## src/shared/sptx_pkg.sv

```systemverilog
// sptx_pkg: constants, enums and carrier structs of the transmit input stage.
// assumes one clock domain inside; all pins are synchronised by the user module.
package sptx_pkg;

    // ********************************
    // sizes and timing counts
    // ********************************
    localparam int NCH = 4;                        // channel count, A is index 0
    localparam logic [8:0] BIST_LAST = 9'h1fe;      // 511 character times per pass
    localparam logic [1:0] RECENTER_ARM = 2'h1;     // second low sample starts recenter
    localparam logic [1:0] RECENTER_SAT = 2'h2;     // low-sample counter ceiling
    localparam logic [2:0] OCC_TOP = 3'h2;          // fill offset at overflow edge
    localparam logic [2:0] OCC_BOT = 3'h6;          // fill offset -2, underflow edge
    localparam logic [2:0] OCC_CENTER = 3'h0;       // offset zero is the centred fill

    // ********************************
    // codes
    // ********************************
    localparam logic [7:0] VIOL_BYTE = 8'he0;       // C0.7 command byte
    localparam logic [1:0] MODE_BYPASS = 2'h0;      // encoder mode low: 10-bit raw

    // three-level static controls
    typedef enum logic [1:0] {
        LVL_LOW = 2'b00,
        LVL_MID = 2'b01,
        LVL_HIGH = 2'b10
    } sptx_lvl_t;

    // character class handed to the encoder
    typedef enum logic [1:0] {
        K_DATA = 2'b00,
        K_SPECIAL = 2'b01,
        K_FILL = 2'b10,
        K_WSYNC = 2'b11
    } sptx_kind_t;

    // ********************************
    // carriers
    // ********************************
    // one sample of every input pin
    typedef struct packed {
        logic ref_clk;
        logic [NCH-1:0] chan_clk;
        logic [NCH-1:0][7:0] chr;
        logic [NCH-1:0][1:0] ctl;
        logic [NCH-1:0] par;
        logic [NCH-1:0] bist_en;
        logic sc;
        sptx_lvl_t clk_sel;
        logic half_rate;
        logic [1:0] mode;
        sptx_lvl_t par_ctl;
        logic recenter_n;
    } sptx_pins_t;

    // per-channel state
    typedef struct packed {
        logic valid;
        logic viol;
        sptx_kind_t kind;
        logic sc;
        logic [9:0] word;
        logic par_pend;
        logic [8:0] bist_cnt;
        logic [2:0] occ;
        logic align_flt;
        logic fault;
    } sptx_chan_t;

    // whole module state
    typedef struct packed {
        sptx_pins_t s1;
        sptx_pins_t s2;
        logic ref_prev;
        logic [NCH-1:0] clk_prev;
        logic [1:0] low_cnt;
        sptx_chan_t [NCH-1:0] ch;
    } sptx_state_t;

endpackage

```

## src/core/sptx_input_stage.sv

```systemverilog
// sptx_input_stage: four-channel transmit input register, parity check and fault reporting.
// assumes every pin is asynchronous to clk and far slower (link clocks near 80 ns).
`timescale 1ns/1ps
module sptx_input_stage
    import sptx_pkg::*;
#(
    parameter logic [9:0] VIOL_LINE_CODE = 10'h000 // line code sent for C0.7 in bypass
) (
    // clock and reset
    input wire logic clk,
    input wire logic rst_n,
    // link clocks, sampled as plain pins
    input wire logic ref_clock_in,
    input wire logic [NCH-1:0] chan_input_clock,
    // host character interface
    input wire logic [NCH-1:0][7:0] chan_char_in,
    input wire logic [NCH-1:0][1:0] chan_ctl_bits,
    input wire logic [NCH-1:0] chan_odd_par_in,
    input wire logic special_char_sel,
    // static configuration
    input wire sptx_lvl_t input_clock_select,
    input wire logic ref_half_rate,
    input wire logic [1:0] encoder_mode_sel,
    input wire sptx_lvl_t parity_check_ctl,
    input wire logic phase_buffer_recenter_n,
    input wire logic [NCH-1:0] chan_bist_en,
    // status
    output logic [NCH-1:0] chan_fault_out,
    // characters towards encoder or shifter
    output logic [NCH-1:0][9:0] chan_word_out,
    output logic [NCH-1:0] chan_word_valid,
    output sptx_kind_t [NCH-1:0] chan_word_kind,
    output logic [NCH-1:0] chan_word_viol,
    output logic [NCH-1:0] chan_sc_out
);

    // ********************************
    // state and event decode
    // ********************************
    sptx_state_t q; // registered state
    sptx_state_t n; // next state
    sptx_pins_t pins; // raw pin bundle
    logic ref_rise; // reference rising edge seen
    logic ref_fall; // reference falling edge seen
    logic ref_tick; // one character period boundary
    logic buf_en; // phase-align buffer in use
    logic recenter; // recenter fires this cycle
    logic enc; // encoder enabled
    logic [NCH-1:0] clk_rise; // per-channel input clock rise
    logic [NCH-1:0] cap_ev; // character capture strobe
    logic [NCH-1:0] sc_ev; // special select capture strobe

    assign pins = '{ref_clk: ref_clock_in, chan_clk: chan_input_clock, chr: chan_char_in,
                    ctl: chan_ctl_bits, par: chan_odd_par_in, bist_en: chan_bist_en,
                    sc: special_char_sel, clk_sel: input_clock_select, half_rate: ref_half_rate,
                    mode: encoder_mode_sel, par_ctl: parity_check_ctl,
                    recenter_n: phase_buffer_recenter_n};

    // edges are taken from the second synchroniser stage only
    assign ref_rise = q.s2.ref_clk & ~q.ref_prev;
    assign ref_fall = ~q.s2.ref_clk & q.ref_prev;
    // half rate: both reference edges mark a character
    assign ref_tick = ref_rise | (q.s2.half_rate & ref_fall);
    assign buf_en = (q.s2.clk_sel != LVL_LOW) | q.s2.half_rate;
    // two consecutive low samples on reference rises start the recenter
    assign recenter = buf_en & ref_rise & ~q.s2.recenter_n & (q.low_cnt == RECENTER_ARM);
    assign enc = q.s2.mode != MODE_BYPASS;
    assign clk_rise = q.s2.chan_clk & ~q.clk_prev;

    // ********************************
    // per-channel strobes and outputs
    // ********************************
    for (genvar g = 0; g < NCH; g++) begin : g_chan
        // low: reference, mid: own clock, high: channel A clock
        assign cap_ev[g] = (q.s2.clk_sel == LVL_LOW) ? ref_tick :
                           (q.s2.clk_sel == LVL_MID) ? clk_rise[g] : clk_rise[0];
        // independent clocks: special select rides channel A clock
        assign sc_ev[g] = (q.s2.clk_sel == LVL_MID) ? clk_rise[0] : cap_ev[g];
        assign chan_fault_out[g] = q.ch[g].fault;
        assign chan_word_out[g] = q.ch[g].word;
        assign chan_word_valid[g] = q.ch[g].valid;
        assign chan_word_kind[g] = q.ch[g].kind;
        assign chan_word_viol[g] = q.ch[g].viol;
        assign chan_sc_out[g] = q.ch[g].sc;
    end

    // ********************************
    // next-state logic
    // ********************************
    // all channels share one loop so that the state stays one struct
    always_comb begin
        logic bad; // parity failure on this capture
        logic wsync; // atomic word sync accepted
        logic ovf; // buffer would overfill
        logic unf; // buffer would run dry
        logic bist_hit; // end of a bist pass
        logic [1:0] cbits; // control bits joined into parity
        sptx_kind_t k; // class of the captured character
        bad = 1'b0;
        wsync = 1'b0;
        ovf = 1'b0;
        unf = 1'b0;
        bist_hit = 1'b0;
        cbits = 2'b00;
        k = K_DATA;
        n = q;
        // two-stage pin synchroniser, stage one feeds stage two only
        n.s1 = pins;
        n.s2 = q.s1;
        n.ref_prev = q.s2.ref_clk;
        n.clk_prev = q.s2.chan_clk;
        // count consecutive low samples of recenter on reference rises
        if (ref_rise) begin
            if (q.s2.recenter_n) begin
                n.low_cnt = 2'h0;
            end else if (q.low_cnt != RECENTER_SAT) begin
                n.low_cnt = q.low_cnt + 2'h1;
            end
        end
        for (int i = 0; i < NCH; i++) begin
            // special select is held until its own strobe
            if (sc_ev[i]) begin
                n.ch[i].sc = q.s2.sc;
            end
            // control bits join parity in bypass or with check high
            cbits = (!enc || q.s2.par_ctl == LVL_HIGH) ? q.s2.ctl[i] : 2'b00;
            bad = (q.s2.par_ctl != LVL_LOW) & ~(^{q.s2.par[i], q.s2.chr[i], cbits});
            // word sync needs special select, otherwise a special code
            if (!enc) begin
                k = K_DATA;
            end else if (q.s2.ctl[i] == K_WSYNC && !n.ch[i].sc) begin
                k = K_SPECIAL;
            end else begin
                k = sptx_kind_t'(q.s2.ctl[i]);
            end
            // capture register
            n.ch[i].valid = cap_ev[i];
            if (cap_ev[i]) begin
                n.ch[i].viol = bad;
                if (bad) begin
                    // a bad character leaves as C0.7 so the far end rejects it
                    n.ch[i].kind = enc ? K_SPECIAL : K_DATA;
                    n.ch[i].word = enc ? {K_SPECIAL, VIOL_BYTE} : VIOL_LINE_CODE;
                end else begin
                    n.ch[i].kind = k;
                    // bypass: control bits are the top of the raw 10-bit word
                    n.ch[i].word = {q.s2.ctl[i], q.s2.chr[i]};
                end
            end
            wsync = cap_ev[i] & enc & ~bad & (k == K_WSYNC);
            // parity event waits for the next character boundary, set wins
            n.ch[i].par_pend = (q.ch[i].par_pend & ~ref_tick) | (cap_ev[i] & bad);
            // bist pass counter, runs on character boundaries
            bist_hit = q.s2.bist_en[i] & ref_tick & (q.ch[i].bist_cnt == BIST_LAST);
            if (!q.s2.bist_en[i]) begin
                n.ch[i].bist_cnt = 9'h000;
            end else if (ref_tick) begin
                n.ch[i].bist_cnt = bist_hit ? 9'h000 : q.ch[i].bist_cnt + 9'h001;
            end
            // fill offset: writes on capture, reads on character boundary
            ovf = buf_en & cap_ev[i] & ~ref_tick & (q.ch[i].occ == OCC_TOP);
            unf = buf_en & ref_tick & ~cap_ev[i] & (q.ch[i].occ == OCC_BOT);
            if (!buf_en || recenter) begin
                n.ch[i].occ = OCC_CENTER;
            end else if (cap_ev[i] && !ref_tick && !ovf) begin
                n.ch[i].occ = q.ch[i].occ + 3'h1;
            end else if (ref_tick && !cap_ev[i] && !unf) begin
                n.ch[i].occ = q.ch[i].occ - 3'h1;
            end
            // slip fault is sticky; a new slip beats a same-cycle clear
            n.ch[i].align_flt = ovf | unf | (q.ch[i].align_flt & ~(wsync | recenter));
            // fault output only moves on a character boundary
            if (ref_tick) begin
                n.ch[i].fault = q.ch[i].par_pend | bist_hit | n.ch[i].align_flt;
            end
        end
    end

    // ********************************
    // state register
    // ********************************
    always_ff @(posedge clk) begin
        if (!rst_n) begin
            q <= '0;
        end else begin
            q <= n;
        end
    end
endmodule

```

## config.mk

```make
export PLATFORM = sky130hd
export DESIGN_NAME = sptx_input_stage
export DESIGN_NICKNAME = d
export VERILOG_FILES = /design/src/shared/sptx_pkg.sv /design/src/core/sptx_input_stage.sv
export SDC_FILE = /design/constraint.sdc
export NUM_CORES = 1
export LEC_CHECK = 0
export BUFFER_PORTS_ARGS = -buffer_cell sky130_fd_sc_hd__buf_4
export CAP_MARGIN = 20
export CORE_MARGIN = 2
export CORE_UTILIZATION = 50
export CTS_BUF_LIST = sky130_fd_sc_hd__clkbuf_4 sky130_fd_sc_hd__clkbuf_8
export CTS_CLUSTER_SIZE = 12
export DETAILED_ROUTE_END_ITERATION = 8
export PLACE_DENSITY = 0.7
export SYNTH_ARGS = -nofsm -noshare
export SYNTH_HDL_FRONTEND = slang
export SYNTH_SLANG_ARGS = --single-unit
```

## constraint.sdc

```tcl
create_clock -name clk -period 6.3 [get_ports clk]
set_clock_uncertainty 0.2 [all_clocks]
set_input_delay 0.63 -clock clk [delete_from_list [all_inputs] [get_ports clk]]
set_output_delay 0.63 -clock clk [all_outputs]
set_load 0.005 [all_outputs]
```

Yosys cells after proc, flatten, opt, wreduce, memory -nomap -nowiden
Cells that the tools add are included.
W data, S select, Z words.
{"block": "word_totals", "latch_bits": 0, "out_inout_bits": 64, "romBits": 0, "n_memories": 0, "inputBits": 64, "ram_bits": 0, "register_bits": 251}
{"block": "op_classes", "n_eq_ne": 24, "magnitude_cmp": 0, "reduce_logical": 60, "bitwise_logic": 112, "n_addsub": 13, "multipliers": 0, "n_shift": 0, "n_mux": 51, "n_div": 0}
{"operator": "$and A1 B1 Y1", "count": 63}
{"operator": "$mux W9", "count": 5}
{"operator": "$reduce_xor A11 Y1", "count": 4}
{"operator": "$mux W10", "count": 4}
{"operator": "$add A9 B1 Y9 const B", "count": 4}
{"operator": "$eq A9 B9 Y1 const B", "count": 4}
{"operator": "$mux W2", "count": 18}
{"operator": "$or A1 B1 Y1", "count": 26}
{"operator": "$mux W3", "count": 8}
{"operator": "$not A1 Y1", "count": 21}
{"operator": "$logic_and A1 B1 Y1", "count": 20}
{"operator": "$logic_not A1 Y1", "count": 19}
{"operator": "$eq A2 B2 Y1 const B", "count": 9}
{"operator": "$mux W1", "count": 16}
{"operator": "$reduce_bool A2 Y1", "count": 8}
{"operator": "$add A3 B1 Y3 const B", "count": 4}
{"operator": "$eq A3 B2 Y1 const B", "count": 4}
{"operator": "$eq A3 B3 Y1 const B", "count": 4}
{"operator": "$sub A3 B1 Y3 const B", "count": 4}
{"operator": "$reduce_and A2 Y1", "count": 5}
{"operator": "$and A4 B4 Y4", "count": 1}
{"operator": "$eq A2 B1 Y1 const B", "count": 2}
{"operator": "$not A4 Y4", "count": 1}
{"operator": "$add A2 B1 Y2 const B", "count": 1}
{"operator": "other kinds (4)", "count": 5}

Logic depth before layout (Yosys ltp)
Gate-level depths: netlist of run 1.
{"block": "logic_depth", "word_depth": 18, "depth_mapped": 12, "mapped_depth_nobuf": 9}

Worst setup path before layout of run 1
OpenSTA, ideal clock, no wires.
{"block": "synth_timing", "path_type": "register to register", "startpoint": "register q (netlist bit n[126])", "endpoint": "register q[4] (netlist bit)", "required_ns": 6.009, "arrival_ns": 2.622, "stages_incl_launch_ff": 13, "slack_ns": 3.387, "cell_sequence": "dfxtp_1 > and3b_1 > clkbuf_1 > nor2_1 > buf_2 > buf_2 > buf_1 > o211ai_1 > fa_1 > nor3_1 > a31o_2 > a21oi_1 > a311oi_1"}
{"block": "synth_between", "elab_chain_len": 11, "elab_cells_between_ends": 29, "classes_between": "mux (2); bitwise (16); reduce/logical (11)"}
{"element": "start, declared", "line_no": "sptx_input_stage.sv:40", "rtl": "sptx_state_t q;"}
{"element": "start signal, assigned", "line_no": "sptx_input_stage.sv:186", "rtl": "q <= n;"}
{"element": "$not A1 Y1", "line_no": "sptx_input_stage.sv:61", "rtl": "assign ref_fall = ~q.s2.ref_clk & q.ref_prev;"}
{"element": "$and A1 B1 Y1", "line_no": "sptx_input_stage.sv:61"}
{"element": "$and A1 B1 Y1", "line_no": "sptx_input_stage.sv:63", "rtl": "assign ref_tick = ref_rise | (q.s2.half_rate & ref_fall);"}
{"element": "$or A1 B1 Y1", "line_no": "sptx_input_stage.sv:63"}
{"element": "$mux W1", "line_no": "sptx_input_stage.sv:75", "rtl": "assign cap_ev[g] = (q.s2.clk_sel == LVL_LOW) ? ref_tick :"}
{"element": "$and A1 B1 Y1 or $not A1 Y1 (tied branches)", "line_no": "sptx_input_stage.sv:161, sptx_input_stage.sv:162"}
{"element": "$and A1 B1 Y1 (on tied branches) (2 in series)", "line_no": "sptx_input_stage.sv:161, sptx_input_stage.sv:162"}
{"element": "$logic_not A1 Y1 (on tied branches)", "line_no": "sptx_input_stage.sv:165, sptx_input_stage.sv:167"}
{"element": "$logic_and A1 B1 Y1 (on tied branches)", "line_no": "sptx_input_stage.sv:165, sptx_input_stage.sv:167"}
{"element": "$mux W3 or $reduce_bool A2 Y1 (tied branches)"}
Parallel ways exist; a longest one is shown, timed or not.
A chain may end at the register's enable or synchronous reset.

Final worst setup path of run 1
{"block": "layout_timing", "startpoint": "register q[126] (netlist bit)", "endpoint": "register q[94] (netlist bit)"}
{"block": "layout_between", "elab_chain_len": 10, "elab_cells_between_ends": 29, "classes_between": "mux (2); bitwise (16); reduce/logical (11)"}
{"element": "$and A1 B1 Y1 or $not A1 Y1 (tied branches)", "line_no": "sptx_input_stage.sv:61, sptx_input_stage.sv:60"}
{"element": "$and A1 B1 Y1 (on tied branches)", "line_no": "sptx_input_stage.sv:63, sptx_input_stage.sv:60"}
{"element": "$or A1 B1 Y1", "line_no": "sptx_input_stage.sv:63"}
{"element": "$mux W1", "line_no": "sptx_input_stage.sv:75"}
{"element": "$and A1 B1 Y1 or $not A1 Y1 (tied branches)", "line_no": "sptx_input_stage.sv:161, sptx_input_stage.sv:162"}
{"element": "$and A1 B1 Y1 (on tied branches) (2 in series)", "line_no": "sptx_input_stage.sv:161, sptx_input_stage.sv:162"}
{"element": "$logic_not A1 Y1 (on tied branches)", "line_no": "sptx_input_stage.sv:165, sptx_input_stage.sv:167"}
{"element": "$logic_and A1 B1 Y1 (on tied branches)", "line_no": "sptx_input_stage.sv:165, sptx_input_stage.sv:167"}
{"element": "$mux W3 or $reduce_bool A2 Y1 (tied branches)"}
Parallel ways exist; a longest one is shown, timed or not.

==> results of run 1 <==
## flip-flops by register name, summed over array words and instances (netlist names)
name	count
chan_word_kind	8
chan_word_valid	4
chan_word_out	40
q	120
chan_word_viol	4
chan_sc_out	4
chan_fault_out	4
n	67
## report_power, final
group | internal [mW] | switching [mW]
sequential | 1.64 | 0.0264
combinational | 0.125 | 0.135
clock | 0.852 | 0.620
total | 2.61 | 0.781
## cell usage after synthesis, types with 5 or more instances
| library cell | instances |
|---|---|
| a2bb2oi_1 | 7 |
| nor2b_1 | 5 |
| nor3_1 | 5 |
| o21ai_0 | 19 |
| nand3_1 | 35 |
| clkbuf_1 | 40 |
| ha_1 | 10 |
| and3_1 | 6 |
| inv_1 | 14 |
| nor2_1 | 74 |
| nand2b_1 | 9 |
| xnor2_1 | 18 |
| nand4_1 | 16 |
| a21oi_1 | 51 |
| and2_1 | 133 |
| xnor3_1 | 8 |
| or3_1 | 7 |
| a221o_1 | 5 |
| a311oi_1 | 6 |
| a22o_1 | 10 |
| dfxtp_1 | 251 |
| o211ai_1 | 32 |
| buf_4 | 65 |
| a211oi_1 | 7 |
| xor2_1 | 24 |
| nand2_1 | 84 |
## final timing paths
path	start	to	slack (ns)	cells after the start
setup / recovery	q[126]	q[94]	3.24	8
hold / removal	chan_char_in[15]	n[167]	0.11	2
hold reg to reg	n[136]	q[136]	0.22	1
setup reg to reg	q[126]	q[94]	3.24	8
## layout make-up
| type | instances | area [sq um] | area share [%] |
|---|---|---|---|
| Tap cell | 265 | 332 | 2.86 |
| Sequential cell | 251 | 5020 | 43.4 |
| Timing Repair Buffer | 135 | 1010 | 8.75 |
| Clock buffer | 62 | 797 | 6.88 |
| Multi-Input combinational cell | 647 | 4280 | 36.9 |
| Inverter | 15 | 56.3 | 0.486 |
| Clock inverter | 11 | 88.8 | 0.767 |
## layer usage
layer	vias up	track usage, %	share of wire, %
li1	3573	-	-
met1	3311	25.5	46
met2	185	31.0	46
met3	37	4.48	6.2
met4	0	6.37	1.9
met5	-	0	0
## worst max-delay path, delay by kind of cell, from the launching register on
| family | cells | cell delay (ns) |
|---|---|---|
| AND/OR/NAND/NOR | 4 | 1.58 |
| AO/OA/AOI/OAI | 3 | 0.43 |
| adder cells (fa/ha/maj) | 1 | 0.42 |
| flip-flops | 1 | 0.35 |
## per-stage QoR
| stage | setup WS, ns | hold slack (ns) | total power [mW] | cells |
|---|---|---|---|---|
| global placement | 3.33 | 0.214 | 1.95 | 1311 |
| detailed placement | 3.25 | 0.218 | 1.96 | 1311 |
| finish | 3.24 | 0.111 | 3.40 | 1386 |
| global route | 2.98 | 0.0956 | 3.53 | 1386 |
| CTS | 3.24 | 0.0830 | 3.43 | 1384 |
| floorplan | 3.39 | 0.212 | 1.88 | 1022 |
## cell families (layout without fill, tap and decap cells)
group,after synthesis,after routing,share of synthesized area [%]
adder cells (fa/ha/maj),14,14,2.05
multiplexers,4,4,0.400
XOR/XNOR,56,56,6.75
flip-flops,251,251,50.2
buffers and inverters,124,223,7.12
AO/OA/AOI/OAI,175,175,12.4
AND/OR/NAND/NOR,398,398,21.1
==> out/metrics.yaml, run 1 <==
async_reset_ff_share_pct: 0
drv_slew: 0
drcViolationCount: 0
post_cts.repair.setup_buffers: 0
area_growth_pct: 15.7
grt_pass1_wl_mm: 33.7
worst_path_largest_cell_delay_ns: 0.58
core_area_sq_um: 19500
synth_edf_count: 0
overflow: 0
nets: 1169
period_share_pct: 48.5
synth_seq_cells: 251
post-route-min-period_ns: 3.06
utilization_pct: 59.3
cts_resized: 0
clock_sinks: 251
yosysWarnings: 0
htreeDepth: 2
design_area_sq_um: 11600
synth_cells: 1022
antenna_found_initial: 0
synth_top_area_share_pct: 50.2
die_h_um: 146
cap_violations: 0
grtUsageTotal_pct: 19.2
cp.arrival_ns: 3.29
p_per_area_nw_per_um2: 293
diodes: 0
crit_chain: "nand2b_1 -> nand2_1 -> or3_1 -> fa_1 -> nor2b_1 -> a31o_2 -> a21oi_1 -> a311oi_1"
io_buffers: 127
worstPathRequired_ns: 6.53
p_leak_nw: 4.65
fill_cells: 1718
end_kind: "flop"
cts_root_buf: "clkbuf_8"
tns_ns: 0
routedWlPerCell_um: 14.9
max-slew-margin-rel_pct: 34.1
clk_latency_ns: 0.52
crit_path_max_fanout: 25
yosys.area.top_type: "dfxtp_1"
final_layout_size_suffix_gt1_share_pct: 20.9
fp.dieArea_sq_um: 21200
yosys-top-cells-area: "dfxtp_1 50%, and2_1 8.3%, buf_4 4.9%"
final_antenna_net_count: 0
clock_path_buffers: 3
max_freq_mhz: 327
synthFlopType: "dfxtp_1"
rsz0062_at_grt: "false"
peakVddDrop_v: 0.000208
avgSynthCellArea_sq_um: 9.80
cts_tree: "done"
startpoint_type: "flop"
first_pass_iters: 4
hp-class: "input pin to flop"
finalHoldViolations: 0
netlist_area_sq_um: 10000
cts_hold_buffers: 0
num_rows: 51
numCtsBuffers: 41
slowest_stage: "or3_1"
wirelength_mm: 20.7
ioPinCount: 128
die_w_um: 146
critPathKind: "flop to flop"
tightest_slew_ns: 0.986
drt_iter0_drc: 442
place_area_sq_um: 10700
path_clk_slew_ns: 0.06
syn_nets: 1100
post_drt_via_cell_ratio: 5.13
yosysSeqAreaShare_pct: 50.2
finalSetupViolations: 0
via_count: 7106
first_global_vias: 6752
start_util_pct: 51.3
dp_hpwl_mm: 14.2
grt_max_degree: 108
final_cell_mix: "251 x dfxtp_1, 135 x buf_4, 133 x and2_1, 84 x nand2_1, 74 x nor2_1"
final_common_cell: "dfxtp_1"
gp_congestion: 0.825
yosysUniqueCellTypes: 71
status: "completed"
Note: power is estimated with default switching activity, not from simulation.
==> run 2: changes to the inputs <==
--- a/config.mk
+++ b/config.mk
@@ -5,6 +5,7 @@
 export SDC_FILE = /design/constraint.sdc
 export NUM_CORES = 1
 export LEC_CHECK = 0
+export ABC_AREA = 1
 export BUFFER_PORTS_ARGS = -buffer_cell sky130_fd_sc_hd__buf_4
 export CAP_MARGIN = 20
 export CORE_MARGIN = 2
==> constraint.sdc (replaced) <==
create_clock -name clk -period 2.9 [get_ports clk]
set_clock_uncertainty 0.2 [all_clocks]
set_input_delay 0.29 -clock clk [delete_from_list [all_inputs] [get_ports clk]]
set_output_delay 0.29 -clock clk [all_outputs]
set_load 0.005 [all_outputs]
==> out/metrics.yaml, run 2 <==
clock_sinks: 251  # unchanged
numCtsBuffers: 41  # unchanged
fill_cells: 1846  # +7.5%
routedWlPerCell_um: 11.8  # -21%
max-slew-margin-rel_pct: 45.2  # +11 points
post_drt_via_cell_ratio: 4.61  # -10%
largest_reg_flops: 120  # unchanged
yosys.area.top_type: "dfxtp_1"
period_share_pct: 81.9  # +33 points
rsz0062_at_grt: "false"
avgSynthCellArea_sq_um: 7.46  # -24%
cts_tree: "done"
worstPathRequired_ns: 3.13  # -3.40 ns
crit_path_max_fanout: 20  # -20%
async_reset_ff_share_pct: 0  # unchanged
cap_violations: 0  # unchanged
synth_cells: 1390  # +36%
tns_ns: 0  # unchanged
drcViolationCount: 0  # unchanged
grt_pass1_wl_mm: 36.1  # +7.0%
via_count: 8418  # +18%
first_global_vias: 7861  # +16%
post-route-min-period_ns: 2.37  # -0.683 ns
final_common_cell: "nand2_1"
grtUsageTotal_pct: 20.0  # +0.77 points
post_cts.repair.setup_buffers: 0  # unchanged
nets: 1609  # +38%
crit_chain: "inv_1 -> nand3_2 -> nand2_4 -> nand2_4 -> nand2_2 -> buf_4 -> nand2_1 -> nand2_1 -> nand4_1 -> inv_1 -> nand3_1 -> nand2_1 -> nand3_1 -> nand2_1 -> inv_1"
antenna_found_initial: 0  # unchanged
clk_latency_ns: 0.55  # +0.03 ns
gp_congestion: 0.857  # +3.9%
core_area_sq_um: 20300  # +4.0%
synth_edf_count: 0  # unchanged
final_cell_mix: "388 x nand2_1, 269 x inv_1, 251 x dfxtp_1, 132 x buf_4, 71 x nand3_1"
slowest_stage: "dfxtp_1"
finalSetupViolations: 0  # unchanged
fp.dieArea_sq_um: 21900  # +3.5%
p_leak_nw: 6.53  # +40%
start_util_pct: 51.1  # -0.20 points
synth.most_common_cell: "nand2_1"
grt_max_degree: 148  # +37%
ys_top_cells_by_count: "388 x nand2_1, 269 x inv_1, 251 x dfxtp_1, 71 x nand3_1, 69 x nor2_1"
netlist_area_sq_um: 10400  # +3.6%
startpoint_type: "flop"
die_h_um: 148  # +1.7%
path_clk_slew_ns: 0.06  # about the same
htreeDepth: 2  # unchanged
ff2ff_path_depth: 15  # +7
clock_path_buffers: 3  # unchanged
max_freq_mhz: 421  # +29%
synth_seq_cells: 251  # unchanged
die_w_um: 148  # +1.7%
cts_root_buf: "clkbuf_8"
dp_hpwl_mm: 14.7  # +3.2%
ioPinCount: 128  # unchanged
p_per_area_nw_per_um2: 584  # +99%
cp_common_cell: "nand2_1"
yosysWarnings: 0  # unchanged
synthFlopType: "dfxtp_1"
drv_slew: 0  # unchanged
worst_path_largest_cell_delay_ns: 0.32  # -0.26 ns
yosys-top-cells-area: "dfxtp_1 48%, nand2_1 14%, inv_1 9.7%"
num_rows: 52  # +2.0%
syn_nets: 1468  # +33%
cp.arrival_ns: 2.60  # -0.69 ns
final_layout_size_suffix_gt1_share_pct: 15.5  # -5.3 points
yosysUniqueCellTypes: 40  # -44%
end_kind: "flop"
tightest_slew_ns: 0.819  # -0.167 ns
synth_top_area_share_pct: 48.5  # -1.7 points
critPathKind: "flop to flop"
finalHoldViolations: 0  # unchanged
diodes: 0  # unchanged
yosysSeqAreaShare_pct: 48.5  # -1.7 points
status: "completed"
drt_iter0_drc: 408  # -7.7%
first_pass_iters: 5  # +1
final_antenna_net_count: 0  # unchanged
peakVddDrop_v: 0.000397  # +90%
overflow: 0  # unchanged
whs_path_depth: 2  # unchanged
io_buffers: 127  # unchanged
area_growth_pct: 21.0
hp-class: "flop to flop"
wirelength_mm: 21.5  # +4.1%
regMostFlops: "q"
finalPower_mw: 7.33  # +120%
## run 2: cell types whose count changed after synthesis, sizes merged, moves of 13 or more
| cell | change |
|---|---|
| inv | +258 |
| and2 | -133 |
| xor2 | -13 |
| o21ai | +27 |
| nand2 | +316 |
| clkbuf | -23 |
| xnor2 | -19 |
| nand3 | +41 |
| buf | +14 |
| o211ai | -32 |
## run 2: area by class of cell
type,count,area [sq um],share of cell area [%]
clock buffer,65,801,6.38
sequential,251,5020,40.0
clock inverter,4,30.0,0.239
timing repair buffer,198,1660,13.2
multi-input combinational,765,3670,29.2
tap,270,338,2.69
inverter,274,1030,8.19
## run 2: cell families after synthesis
kind of cell               Yosys count  share of synthesized area, %
adders and majority gates           14                          1.98
and+or+nand+nor                    597                          24.5
buffers and inverters              374                          16.1
AOI/OAI and AO/OA                  142                          7.94
DFF                                251                          48.5
xor gates and xnor gates            12                          1.01
## run 2: what timing repair did
| action | CTS | global route |
|---|---|---|
| resized for setup | 0 | 0 |
| hold endpoints to repair | 69 | 0 |
| hold buffers | 64 | 0 |
## run 2: final timing paths
kind / slack, ns / end / from
worst min register to register: 0.20 / q[149] / n[149]
worst max-delay path: 0.53 / chan_fault_out[1] / n[126]
worst min-delay path: 0.20 / q[149] / n[149]
worst max register to register: 0.53 / chan_fault_out[1] / n[126]
## run 2: power breakdown
part,internal (mW),leakage (nW),switching [mW]
combinational,0.281,4.03,0.339
clock,1.75,0.447,1.32
sequential,3.58,2.05,0.0661
total,5.60,6.53,1.73
## run 2: worst max-delay path: cells and delay by family, from the launching register on
| kind | cells | cell delay, ns |
|---|---|---|
| AND/OR/NAND/NOR | 11 | 1.34 |
| buffers and inverters | 4 | 0.39 |
| flip-flops | 1 | 0.32 |
## run 2: stage by stage
step           area [sq um]  std cells  utilization, %  worst slack [ns]  hold WS (ns)
2_1_floorplan         10400       1390               -             0.786         0.188
3_3_place_gp          11100       1693            54.5             0.556         0.193
3_5_place_dp          11100       1693            54.5             0.488         0.198
4_1_cts               12500       1826            61.8             0.483         0.207
5_1_grt               12600       1827            61.8             0.176         0.221
6_report              12600       1827            61.8             0.526         0.205
## run 2: layer usage
metal / track usage [%] / routed length (um) / vias to the layer above
met5: 0 / 0 / -
met4: 6.52 / 425 / 0
met3: 3.95 / 1040 / 35
met2: 35.2 / 10400 / 191
met1: 24.5 / 9660 / 3748
li1: - / - / 4444
